$ cat src/common/wdt_pkg.sv
// Watchdog register map, field layout and timing constants
//
// Contract
// - Interval field bits 7:6 select time-out length
// - Any reset returns interval to shortest
// - Every completed interval sets time-out flag
// - Flag interrupts only with both enables set
// - Software write or any reset clears flag
// - Missing restart 512 clocks later issues reset
// - Reset lasts two machine cycles, sets cause
// - Cause flag set on reset, software clears
// - Reset enable gates only the reset path
// - Restart bit clears counter, then self-clears
// - Power-on or power-fail reset disables watchdog
// - Watchdog reset restarts counter, keeps it enabled
// - Interrupt and reset paths act independently
// - Protected bits need AAH then 55H first
package wdt_pkg;
    // Register port widths
    localparam int ADDR_W = 8;
    localparam int DATA_W = 8;
    // Register offsets
    localparam logic [7:0] OFS_WDCTL = 8'h00;
    localparam logic [7:0] OFS_CLKCTL = 8'h04;
    localparam logic [7:0] OFS_KEY = 8'h08;
    localparam logic [7:0] OFS_IRQEN = 8'h0C;
    localparam logic [7:0] OFS_ISTAT = 8'h10;
    localparam logic [7:0] OFS_IMASK = 8'h14;
    // Watchdog control fields
    localparam int TOF_BIT = 3;
    localparam int CAUSE_BIT = 2;
    localparam int RSTEN_BIT = 1;
    localparam int RESTART_BIT = 0;
    // Clock control fields
    localparam int SEL_HI_BIT = 7;
    localparam int SEL_LO_BIT = 6;
    localparam logic [1:0] SEL_DEFAULT = 2'h0;
    localparam logic [5:0] CLKREST_RESET = 6'h00;
    // Interrupt enable fields
    localparam int EXT_IE_BIT = 4;
    localparam int GLOB_IE_BIT = 7;
    // Interrupt status and mask fields
    localparam int IST_W = 2;
    localparam int IST_TO_BIT = 0;
    localparam int IST_RST_BIT = 1;
    // Unlock keys and window
    localparam logic [7:0] KEY_FIRST = 8'hAA;
    localparam logic [7:0] KEY_SECOND = 8'h55;
    localparam int KEY_WINDOW = 3;
    // Counter timing
    localparam int CNT_W = 26;
    localparam int GRACE_CLKS = 512;
    localparam int MC_CLKS = 12;
    localparam int RST_HOLD_CLKS = 2 * MC_CLKS;
endpackage : wdt_pkg

$ cat src/common/wdt_if.sv
// Internal link between watchdog control, counter and unlock logic
`timescale 1ns/100ps
interface wdt_if;
    logic restart;
    logic run;
    logic [1:0] sel;
    logic timeout;
    logic expire;
    logic inGrace;
    logic keyWr;
    logic [7:0] keyData;
    logic consume;
    logic unlocked;
    // Control side
    modport ctrl(output restart, run, sel, keyWr, keyData, consume,
                 input timeout, expire, inGrace, unlocked);
    // Divider chain side
    modport cnt(input restart, run, sel, output timeout, expire, inGrace);
    // Key sequence side
    modport lock(input keyWr, keyData, consume, output unlocked);
endinterface : wdt_if

$ cat src/logic/watchdog_timer_with_reset.sv
// Watchdog top: register port, control flags, reset pulse and interrupt
`timescale 1ns/100ps
module watchdog_timer_with_reset #(
    parameter int unsigned INTERVAL0 = 131072,
    parameter int unsigned INTERVAL1 = 1048576,
    parameter int unsigned INTERVAL2 = 8388608,
    parameter int unsigned INTERVAL3 = 67108864
) (
    // Clock and power-on reset
    input wire logic sys_clk,
    input wire logic rstn,
    // Register port
    input wire logic [wdt_pkg::ADDR_W-1:0] regAddr,
    input wire logic [wdt_pkg::DATA_W-1:0] regWdata,
    input wire logic regWrite,
    input wire logic regRead,
    output logic [wdt_pkg::DATA_W-1:0] regRdata,
    // System side
    output logic sysRstOut,
    output logic irq
);
    import wdt_pkg::*;
    localparam int HW = $clog2(RST_HOLD_CLKS + 1);
    localparam logic [HW-1:0] HOLD_LAST = HW'(RST_HOLD_CLKS - 1);

    ////////////////////////////////////////////////////////////////////////
    // Declarations
    logic tof_q;
    logic tof_d;
    logic cause_q;
    logic cause_d;
    logic rsten_q;
    logic run_q;
    logic [1:0] sel_q;
    logic [1:0] sel_d;
    logic [5:0] clkRest_q;
    logic extIe_q;
    logic globIe_q;
    logic [IST_W-1:0] istat_q;
    logic [IST_W-1:0] istat_d;
    logic [IST_W-1:0] imask_q;
    logic rstAct_q;
    logic [HW-1:0] rstCnt_q;
    logic [DATA_W-1:0] rdata_q;
    logic irq_q;
    logic irq_d;

    wdt_if link();

    ////////////////////////////////////////////////////////////////////////
    // Submodules
    wdt_counter #(
        .INTERVAL0(INTERVAL0),
        .INTERVAL1(INTERVAL1),
        .INTERVAL2(INTERVAL2),
        .INTERVAL3(INTERVAL3)
    ) u_counter (
        .sys_clk(sys_clk),
        .rstn(rstn),
        .bus(link.cnt)
    );

    wdt_unlock u_unlock (
        .sys_clk(sys_clk),
        .rstn(rstn),
        .bus(link.lock)
    );

    ////////////////////////////////////////////////////////////////////////
    // Address decode
    wire wrWd;
    wire wrCk;
    wire wrKey;
    wire wrIe;
    wire wrIs;
    wire wrIm;
    wire protOk;
    wire restartReq;
    wire fireRst;
    wire [IST_W-1:0] istClr;
    wire [IST_W-1:0] istSet;

    assign wrWd = regWrite & (regAddr == OFS_WDCTL);
    assign wrCk = regWrite & (regAddr == OFS_CLKCTL);
    assign wrKey = regWrite & (regAddr == OFS_KEY);
    assign wrIe = regWrite & (regAddr == OFS_IRQEN);
    assign wrIs = regWrite & (regAddr == OFS_ISTAT);
    assign wrIm = regWrite & (regAddr == OFS_IMASK);

    // Protected write only inside the unlock window
    assign protOk = wrWd & link.unlocked;
    assign restartReq = protOk & regWdata[RESTART_BIT];

    // Grace window ran out with reset enabled
    assign fireRst = link.expire & rsten_q & ~rstAct_q;

    // Links to the counter and unlock logic
    assign link.restart = restartReq | fireRst;
    assign link.run = run_q;
    assign link.sel = sel_q;
    assign link.keyWr = wrKey;
    assign link.keyData = regWdata;
    assign link.consume = protOk;

    ////////////////////////////////////////////////////////////////////////
    // Next values of flags

    // Time-out flag: reset clears, new time-out beats software clear
    always_comb begin
        tof_d = tof_q;
        if (fireRst) begin
            tof_d = 1'b0;
        end else if (link.timeout) begin
            tof_d = 1'b1;
        end else if (protOk) begin
            tof_d = regWdata[TOF_BIT];
        end
    end

    // Cause flag: set on watchdog reset, cleared by writing zero
    always_comb begin
        cause_d = cause_q;
        if (fireRst) begin
            cause_d = 1'b1;
        end else if (wrWd && !regWdata[CAUSE_BIT]) begin
            cause_d = 1'b0;
        end
    end

    // Interval select returns to shortest on watchdog reset
    always_comb begin
        sel_d = sel_q;
        if (fireRst) begin
            sel_d = SEL_DEFAULT;
        end else if (wrCk) begin
            sel_d = {regWdata[SEL_HI_BIT], regWdata[SEL_LO_BIT]};
        end
    end

    // Sticky events, write one to clear, set wins
    assign istSet = {fireRst, link.timeout};
    assign istClr = wrIs ? regWdata[IST_W-1:0] : '0;
    assign istat_d = (istat_q & ~istClr) | istSet;

    // Interrupt request: time-out path needs both enables
    assign irq_d = (istat_q[IST_TO_BIT] & imask_q[IST_TO_BIT] & extIe_q & globIe_q)
                 | (istat_q[IST_RST_BIT] & imask_q[IST_RST_BIT] & globIe_q);

    ////////////////////////////////////////////////////////////////////////
    // Control registers
    always_ff @(posedge sys_clk or negedge rstn) begin
        if (!rstn) begin
            tof_q <= 1'b0;
            cause_q <= 1'b0;
            rsten_q <= 1'b0;
            run_q <= 1'b0;
            sel_q <= SEL_DEFAULT;
            clkRest_q <= CLKREST_RESET;
        end else begin
            tof_q <= tof_d;
            cause_q <= cause_d;
            sel_q <= sel_d;
            if (protOk) begin
                rsten_q <= regWdata[RSTEN_BIT];
            end
            if (restartReq) begin
                run_q <= 1'b1;
            end
            if (wrCk) begin
                clkRest_q <= regWdata[5:0];
            end
        end
    end

    // Interrupt enable, status and mask registers
    always_ff @(posedge sys_clk or negedge rstn) begin
        if (!rstn) begin
            extIe_q <= 1'b0;
            globIe_q <= 1'b0;
            istat_q <= '0;
            imask_q <= '0;
            irq_q <= 1'b0;
        end else begin
            if (wrIe) begin
                extIe_q <= regWdata[EXT_IE_BIT];
                globIe_q <= regWdata[GLOB_IE_BIT];
            end
            if (wrIm) begin
                imask_q <= regWdata[IST_W-1:0];
            end
            istat_q <= istat_d;
            irq_q <= irq_d;
        end
    end

    ////////////////////////////////////////////////////////////////////////
    // System reset pulse, two machine cycles long
    always_ff @(posedge sys_clk or negedge rstn) begin
        if (!rstn) begin
            rstAct_q <= 1'b0;
            rstCnt_q <= '0;
        end else if (fireRst) begin
            rstAct_q <= 1'b1;
            rstCnt_q <= HOLD_LAST;
        end else if (rstAct_q) begin
            if (rstCnt_q == '0) begin
                rstAct_q <= 1'b0;
            end else begin
                rstCnt_q <= rstCnt_q - 1'b1;
            end
        end
    end

    ////////////////////////////////////////////////////////////////////////
    // Read path
    wire [DATA_W-1:0] wdCtlRd;
    wire [DATA_W-1:0] clkCtlRd;
    wire [DATA_W-1:0] irqEnRd;
    wire [DATA_W-1:0] istRd;
    wire [DATA_W-1:0] imRd;
    wire [DATA_W-1:0] rdMux;

    // Restart bit always reads back zero
    assign wdCtlRd = DATA_W'({tof_q, cause_q, rsten_q, 1'b0});
    assign clkCtlRd = {sel_q, clkRest_q};
    assign irqEnRd = DATA_W'({globIe_q, 2'h0, extIe_q, 4'h0});
    assign istRd = DATA_W'(istat_q);
    assign imRd = DATA_W'(imask_q);
    assign rdMux = (regAddr == OFS_WDCTL) ? wdCtlRd :
                   (regAddr == OFS_CLKCTL) ? clkCtlRd :
                   (regAddr == OFS_IRQEN) ? irqEnRd :
                   (regAddr == OFS_ISTAT) ? istRd :
                   (regAddr == OFS_IMASK) ? imRd : '0;

    // Read data stands one cycle after the strobe
    always_ff @(posedge sys_clk or negedge rstn) begin
        if (!rstn) begin
            rdata_q <= '0;
        end else begin
            rdata_q <= regRead ? rdMux : '0;
        end
    end

    // Outputs straight from flops
    assign regRdata = rdata_q;
    assign sysRstOut = rstAct_q;
    assign irq = irq_q;

    ////////////////////////////////////////////////////////////////////////
    // Checking helpers
    logic [9:0] sinceTo_q;
    logic [HW:0] holdLen_q;
    wire rstReq;
    wire toGate;

    assign rstReq = istat_q[IST_RST_BIT] & imask_q[IST_RST_BIT];
    assign toGate = extIe_q & globIe_q;

    // Cycles since the last time-out pulse, and length of reset pulse
    always_ff @(posedge sys_clk or negedge rstn) begin
        if (!rstn) begin
            sinceTo_q <= '0;
            holdLen_q <= '0;
        end else begin
            if (link.timeout) begin
                sinceTo_q <= 10'h001;
            end else if (sinceTo_q != 10'h3FF) begin
                sinceTo_q <= sinceTo_q + 1'b1;
            end
            holdLen_q <= sysRstOut ? holdLen_q + 1'b1 : '0;
        end
    end
endmodule : watchdog_timer_with_reset

$ cat src/logic/wdt_counter.sv
// Watchdog divider chain and post time-out grace window
`timescale 1ns/100ps
module wdt_counter #(
    parameter int unsigned INTERVAL0 = 131072,
    parameter int unsigned INTERVAL1 = 1048576,
    parameter int unsigned INTERVAL2 = 8388608,
    parameter int unsigned INTERVAL3 = 67108864
) (
    // Clock and reset
    input wire logic sys_clk,
    input wire logic rstn,
    // Control link
    wdt_if.cnt bus
);
    import wdt_pkg::*;
    localparam int GW = $clog2(GRACE_CLKS);
    localparam logic [GW-1:0] GRACE_LAST = GW'(GRACE_CLKS - 1);

    logic [CNT_W-1:0] divCnt_q;
    logic [GW-1:0] grace_q;
    logic inGrace_q;
    logic timeout_q;
    logic expire_q;
    wire [CNT_W-1:0] limit;
    wire hit;
    wire graceEnd;

    // Terminal count for the selected interval
    assign limit = (bus.sel == 2'h0) ? CNT_W'(INTERVAL0 - 1) :
                   (bus.sel == 2'h1) ? CNT_W'(INTERVAL1 - 1) :
                   (bus.sel == 2'h2) ? CNT_W'(INTERVAL2 - 1) : CNT_W'(INTERVAL3 - 1);
    assign hit = bus.run & (divCnt_q == limit);
    assign graceEnd = inGrace_q & (grace_q == GRACE_LAST);
    assign bus.timeout = timeout_q;
    assign bus.expire = expire_q;
    assign bus.inGrace = inGrace_q;

    // Divider, grace window and event pulses
    always_ff @(posedge sys_clk or negedge rstn) begin
        if (!rstn) begin
            divCnt_q <= '0;
            grace_q <= '0;
            inGrace_q <= 1'b0;
            timeout_q <= 1'b0;
            expire_q <= 1'b0;
        end else if (bus.restart) begin
            divCnt_q <= '0;
            grace_q <= '0;
            inGrace_q <= 1'b0;
            timeout_q <= 1'b0;
            expire_q <= 1'b0;
        end else begin
            divCnt_q <= hit ? '0 : (bus.run ? divCnt_q + 1'b1 : divCnt_q);
            timeout_q <= hit;
            inGrace_q <= hit | (inGrace_q & ~graceEnd);
            grace_q <= (hit | ~inGrace_q) ? '0 : grace_q + 1'b1;
            expire_q <= graceEnd & ~hit;
        end
    end
endmodule : wdt_counter

$ cat src/logic/wdt_unlock.sv
// Timed-access key sequence guarding protected control bits
`timescale 1ns/100ps
module wdt_unlock (
    // Clock and reset
    input wire logic sys_clk,
    input wire logic rstn,
    // Control link
    wdt_if.lock bus
);
    import wdt_pkg::*;
    localparam int WW = $clog2(KEY_WINDOW + 1);

    typedef enum logic [2:0] {
        LK_IDLE = 3'b001,
        LK_ARMED = 3'b010,
        LK_OPEN = 3'b100
    } lock_state_t;

    lock_state_t state_q;
    logic [WW-1:0] win_q;
    wire isFirst;
    wire isSecond;

    // Key byte decode
    assign isFirst = bus.keyWr & (bus.keyData == KEY_FIRST);
    assign isSecond = bus.keyWr & (bus.keyData == KEY_SECOND);
    assign bus.unlocked = (state_q == LK_OPEN);

    // Key sequence and expiring window
    always_ff @(posedge sys_clk or negedge rstn) begin
        if (!rstn) begin
            state_q <= LK_IDLE;
            win_q <= '0;
        end else begin
            case (state_q)
                LK_IDLE: begin
                    if (isFirst) begin
                        state_q <= LK_ARMED;
                    end
                end
                LK_ARMED: begin
                    if (isSecond) begin
                        state_q <= LK_OPEN;
                        win_q <= WW'(KEY_WINDOW - 1);
                    end else if (bus.keyWr && !isFirst) begin
                        state_q <= LK_IDLE;
                    end
                end
                LK_OPEN: begin
                    if (bus.consume || bus.keyWr || win_q == '0) begin
                        state_q <= LK_IDLE;
                    end else begin
                        win_q <= win_q - 1'b1;
                    end
                end
                default: begin
                    state_q <= LK_IDLE;
                end
            endcase
        end
    end
endmodule : wdt_unlock

$ cat config.mk
export PLATFORM = sky130hd
export DESIGN_NAME = watchdog_timer_with_reset
export DESIGN_NICKNAME = d
export VERILOG_FILES = /design/src/common/wdt_pkg.sv /design/src/common/wdt_if.sv /design/src/logic/watchdog_timer_with_reset.sv /design/src/logic/wdt_counter.sv /design/src/logic/wdt_unlock.sv
export SDC_FILE = /design/constraint.sdc
export NUM_CORES = 1
export LEC_CHECK = 0
export ABC_AREA = 1
export BUFFER_PORTS_ARGS = -buffer_cell sky130_fd_sc_hd__buf_2
export CORE_ASPECT_RATIO = 0.8
export CORE_MARGIN = 5
export CORE_UTILIZATION = 60
export DETAILED_ROUTE_END_ITERATION = 8
export PLACE_DENSITY = 0.79
export SLEW_MARGIN = 10
export SYNTH_ARGS = -nofsm -noshare
export SYNTH_HDL_FRONTEND = slang
export SYNTH_SLANG_ARGS = --single-unit
$ cat constraint.sdc
create_clock -name sys_clk -period 1.88 [get_ports sys_clk]
set_input_delay 0.282 -clock sys_clk [delete_from_list [all_inputs] [get_ports sys_clk]]
set_output_delay 0.282 -clock sys_clk [all_outputs]
set_load 0.03 [all_outputs]
==> impl_metrics.csv, run 1 <==
group,metric,value,unit
synthesis,synth_top_area_cell,"dfrtp_1",
flow_run,cap_violations,0,
route,drtIter0Drc,357,
critical_path,end_kind,"flop",
cts,numClockSinks,76,
critical_path,crit_required,2120,ps
power,leakage,0.00239,uW
placed_design,place_inst,682,
route,met2_length,4590,um
floorplan,die_h,85.8,um
layout,layout-drive-gt1-share,0.142,
sta,fin_crit,1830,ps
critical_path,worstPathCellList,"nor3_4 > nand4_4 > nand3_4 > buf_12 > nand2_1 > nand2_1 > nand2_1 > nor2_1",
sta,hold_slack,180,ps
critical_path,crit_type,"reg2reg",
grt,grt_pass1_vias,3746,
critical_path,cp_max_fo,19,
sta,hold_viol,0,
route,dr.pass1.iters,5,
grt,grt_max_degree,54,
placed_design,place_area,4570,um2
layout,area_growth,12.3,%
route,vias,3927,
synthesis,synth_warnings,0,
floorplan,die_x,105,um
cts,path_clk_slew,80,ps
route,wl_met1,4530,um
floorplan,ios,30,
layout,final_cell_mix,"nand2_1 (144), inv_1 (75), dfrtp_1 (75)",
synthesis,ys_seq_area_frac,0.442,
sta,finClkSkew,6.89,ps
grt,grt-ovfl-total,0,
synthesis,netlist_area,4310,um2
synthesis,synthDistinctLibCells,38,
layout,final_util,0.698,
cts,cts_buffers,9,
layout,nNetsFinal,634,
route,antenna_left,0,
layout,diodes,0,
run_status,outcome,"completed",
cts,cts_buffer_depth,2,
synthesis,yosys.area.top_type_share,0.436,
critical_path,critPathMaxStageDelay,430,ps
cts,cts_max_level,3,
grt,grt_pass1_wl,17600,um
placed_design,dpl_worst_slack,-75.1,ps
cts,cts_tree,"built",
route,wl_met3,900,um
floorplan,die-area,8980,um2
power,worst_ir_drop_vdd,0.517,mV
cts,insertion_delay,350,ps
sta,worst_pin_slew,364,ps
placed_design,io_buffer_count,29,
layout,stdcell_area,4830,um2
power,p_per_area,685,nW/um2
route,drcViolationCount,0,
grt,grt_usage,0.236,
route,vias_per_cell,5.61,
layout,final_cells,700,
layout,final_common_cell,"nand2_1",
grt,antenna_found_initial,0,
synthesis,netlist_instances,568,
min_path,hold_class,"in2reg",
critical_path,cp-start-kind,"flop",
floorplan,rows,27,
synthesis,yosys_register_bits,76,
critical_path,arrival,2070,ps
sta,slew_viol_final,0,
sta,finalSetupViolCount,0,
route,routed_wl,10200,um
sta,period_share,0.974,
critical_path,cp_slowest_cell,"dfrtp_1",
synthesis,synth_nets,594,
route,wl_per_cell,14.6,um
placed_design,gp_congestion,0.962,
sta,slew_headroom,0.756,
floorplan,initial_core_util,0.622,
synthesis,yosys-top-cells-area,"dfrtp_1 (44%), nand2_1 (13%), inv_1 (6.5%)",
synthesis,syn_avg_cell_area,7.58,um2
sta,max_freq,0.546,GHz
critical_path,crit_path_frequent_cell,"nand2_1",
route,top_layer_used,"met4",
sta,setup_ws,48.3,ps
cts,clockRootBuffer,"clkbuf_8",
placed_design,place_hpwl,7560,um
floorplan,core,6930,um2
## critical path, delay by kind of cell (launching register included)
| kind | cells | cell delay [ps] |
|---|---|---|
| buffers and inverters | 1 | 180 |
| flip-flops | 1 | 430 |
| AND/OR/NAND/NOR | 7 | 1100 |
## state kept, by name (all words and copies together) (netlist names)
signal,flops
u_counter.divCnt_q,26
u_counter.grace_q,9
regRdata,8
clkRest_q,6
rstCnt_q,5
u_unlock.state_q,3
imask_q,2
istat_q,2
link.sel,2
u_unlock.win_q,2
cause_q,1
extIe_q,1
globIe_q,1
irq,1
link.run,1
rsten_q,1
sysRstOut,1
tof_q,1
u_counter.bus.expire,1
u_counter.bus.inGrace,1
u_counter.bus.timeout,1
## per-layer routing
layer | track usage | up-vias
met3 | 0.0775 | 25
met2 | 0.376 | 169
met5 | 0 | -
met1 | 0.323 | 1826
met4 | 0.0418 | 0
li1 | - | 1907
## logic make-up (layout without fill, tap and decap cells)
kind of cell	Yosys count	after routing	synth area share
AOI/OAI and AO/OA	59	59	0.0724
xor gates and xnor gates	13	13	0.0264
adders and majority gates	6	6	0.0174
buffers and inverters	91	136	0.0918
DFF	76	76	0.442
and+or+nand+nor	323	323	0.350
## final timing paths
path,start,end,slack [ps],cells after the start
worst min-delay path,regRead,regRdata[1],180,3
max in group asynchronous,rstn,u_unlock.state_q[0],870,3
worst min register to register,u_counter.grace_q[0],u_counter.grace_q[0],490,1
min in group asynchronous,rstn,clkRest_q[4],370,2
worst max register to register,u_unlock.state_q[1],u_counter.divCnt_q[20],50,8
worst max-delay path,u_unlock.state_q[1],u_counter.divCnt_q[20],50,8
## where the power goes
part / internal, uW / switching [uW]
Combinational: 78.6 / 153
Sequential: 1680 / 36.8
Clock: 748 / 619
Total: 2500 / 809
## through the flow
stage	TNS [ps]	total power, uW
after floorplan	0	1860
after global placement	-48.1	1950
after detailed placement	-122	1970
after CTS	0	3330
after global routing	-17.8	3450
final	0	3310
## what timing repair did
item | 4_1_cts | 5_1_grt
buffers inserted | 0 | 1
endpoints found under the hold margin | 23 | 0
gates resized for setup | 0 | 7
hold buffers | 1 | 0
setup endpoints to repair | 0 | 23
## area by class of cell
type / count / area [um2]
Inverter: 78 / 298
Fill cell: 541 / 2090
Tap cell: 87 / 109
Clock buffer: 10 / 128
Timing Repair Buffer: 42 / 273
Clock inverter: 6 / 88.8
Sequential cell: 76 / 1900
Multi-Input combinational cell: 401 / 2040
## Yosys cell counts (all sizes together)
master / instances
nand3b: 1
xor2: 8
xnor2: 5
buf: 12
nand2: 152
ha: 6
o21a: 1
o21bai: 1
dfrtp: 75
nand4: 22
and2: 1
o21ai: 31
inv: 78
nor3: 24
nor3b: 1
o31ai: 3
a31oi: 1
dfstp: 1
o211ai: 1
a21oi: 21
nand3: 52
nor2: 70
clkbuf: 1
Note: power is estimated with default switching activity, not from simulation.
==> run 2: changes to the inputs <==
CORE_UTILIZATION = 61   (was 60)
MAX_ROUTING_LAYER = met4   (was not set)
PLACE_DENSITY = 0.8   (was 0.79)
==> run 2 against run 1 <==
Compared with the run above:
- combinational power decreased by 2%
- via count down 1.5%
- routed wire length fell by 2.5%
- critical path depth up 2
- sequential share of layout area decreased by 0.30 points
- power up 4.9%
- non-clock buffer count up 6
- sequential power about the same
- hold slack improved by 3.6 ps
- final cell count rose by 0.71%
- critical endpoint is now u_counter.divCnt_q[7]
==> impl_metrics.csv, run 2 (synthesized netlist as in run 1, its figures left out) <==
group,metric,value,unit
flow_run,cap_violations,0,
sta,finClkSkew,11.7,ps
route,wl_per_cell,14.1,um
cts,cts_tree,"built",
route,routed_wl,9930,um
critical_path,crit_type,"reg2reg",
grt,grt_pass1_vias,3697,
sta,worst_pin_slew,380,ps
critical_path,cp-start-kind,"flop",
floorplan,rows,27,
cts,insertion_delay,360,ps
layout,final_common_cell,"nand2_1",
placed_design,place_inst,686,
critical_path,arrival,1990,ps
cts,cts_buffer_depth,2,
power,p_switching,798,uW
layout,largest_reg_flops,26,
min_path,hold_class,"in2reg",
critical_path,cp_max_fo,13,
power,leakage,0.00243,uW
route,drcViolationCount,0,
layout,layout-drive-gt1-share,0.144,
critical_path,end_kind,"flop",
placed_design,place_area,4590,um2
sta,max_freq,0.572,GHz
route,vias,3867,
cts,numClockSinks,76,
sta,fin_crit,1750,ps
cts,path_clk_slew,90,ps
floorplan,core,6890,um2
sta,fin_setup_tns,0,ps
power,p_per_area,713,nW/um2
power,seq_power_share,0.490,
grt,grt-ovfl-total,0,
run_status,outcome,"completed",
power,worst_ir_drop_vdd,0.571,mV
layout,final_cells,705,
power,p_sw_frac,0.230,
layout,final_util,0.707,
sta,hold_viol,0,
cts,clockRootBuffer,"clkbuf_8",
floorplan,die_x,104,um
grt,grt_usage,0.245,
sta,slew_headroom,0.747,
grt,grt_pass1_wl,17400,um
layout,multi_input_comb_area,2010,um2
placed_design,io_buffer_count,29,
route,drtIter0Drc,297,
sta,rsz0062_at_grt,"false",
grt,grt_max_degree,30,
floorplan,die-area,8850,um2
layout,nNetsFinal,640,
floorplan,ios,30,
layout,fillers,546,
sta,finalSetupViolCount,0,
placed_design,place_hpwl,7510,um
placed_design,gp_congestion,0.982,
floorplan,initial_core_util,0.625,
power,power.internal,2680,uW
layout,stdcell_area,4870,um2
grt,antenna_found_initial,0,
critical_path,crit_required,2120,ps
layout,area_growth,13.2,%
power,p_total,3470,uW
layout,diodes,0,
route,dr.pass1.iters,5,
layout,ff_latch_area,1900,um2
route,vias_per_cell,5.49,
cts,cts_max_level,3,
cts,cts_buffers,9,
power,clkPwrFrac,0.444,
sta,slew_viol_final,0,
layout,final_cell_mix,"nand2_1 (144), inv_1 (75), dfrtp_1 (75)",
sta,period_share,0.931,
power,power.share.combinational,0.066,
route,antenna_left,0,
floorplan,die_h,85.1,um
layout,top_register,"u_counter.divCnt_q",
-- run 2: critical path: stages (launching register included) --
cell and delay, ps:
dfrtp_1 410, ha_2 240, inv_1 90, nor2_4 130, nand3_1 130, nor2_1 150, nand2_2 150, nand2_8 130
inv_4 90, nand2_1 80, nor2_1 40
-- run 2: repair_timing --
item / in CTS / in global routing
setup endpoints to repair: 6 / 23
hold endpoints to repair: 27 / 0
hold buffers: 1 / 0
gates resized for setup: 1 / 1
pin swaps: 0 / 1
setup buffers: 0 / 3
-- run 2: metrics by stage --
step / hold slack (ps) / setup WS (ps)
finish: 183 / 130
detailed placement: 231 / 23.3
CTS: 173 / 13.0
floorplan: -13.6 / 292
global route: 176 / 5.02
global placement: 228 / 48.1
-- run 2: routing by layer --
layer  vias to the layer above  global-route usage  routed length, um  share of wire
met4                         0              0.0635                140          0.014
met3                        17              0.0570                726          0.073
met5                         -                   -                  0              0
met1                      1790               0.333               4620           0.47
li1                       1920                   -                  -              -
met2                       140               0.372               4440           0.45
-- run 2: path summary, 6_finish.rpt --
check / startpoint / endpoint / slack (ps) / cells after the start
setup / recovery: u_counter.divCnt_q[0] / u_counter.divCnt_q[7] / 130 / 10
hold / removal: regRead / regRdata[1] / 180 / 3
setup reg to reg: u_counter.divCnt_q[0] / u_counter.divCnt_q[7] / 130 / 10
hold reg to reg: u_counter.bus.timeout / istat_q[0] / 480 / 2
max in group asynchronous: rstn / u_counter.divCnt_q[7] / 830 / 3
min in group asynchronous: rstn / imask_q[1] / 400 / 2
-- run 2: cell type report --
cell class                      count  area share
Multi-Input combinational cell    401       0.413
Sequential cell                    76       0.391
Timing Repair Buffer               48      0.0627
Inverter                           78      0.0611
Clock buffer                       10      0.0282
Tap cell                           87      0.0223
Clock inverter                      5      0.0221
-- run 2: power groups by stage --
stage	Clock (uW)	Sequential (uW)	Combinational [uW]
CTS	1560	1700	230
global placement	0	1730	219
global route	1630	1710	263
finish	1540	1700	228
detailed placement	0	1730	226
floorplan	0	1730	133
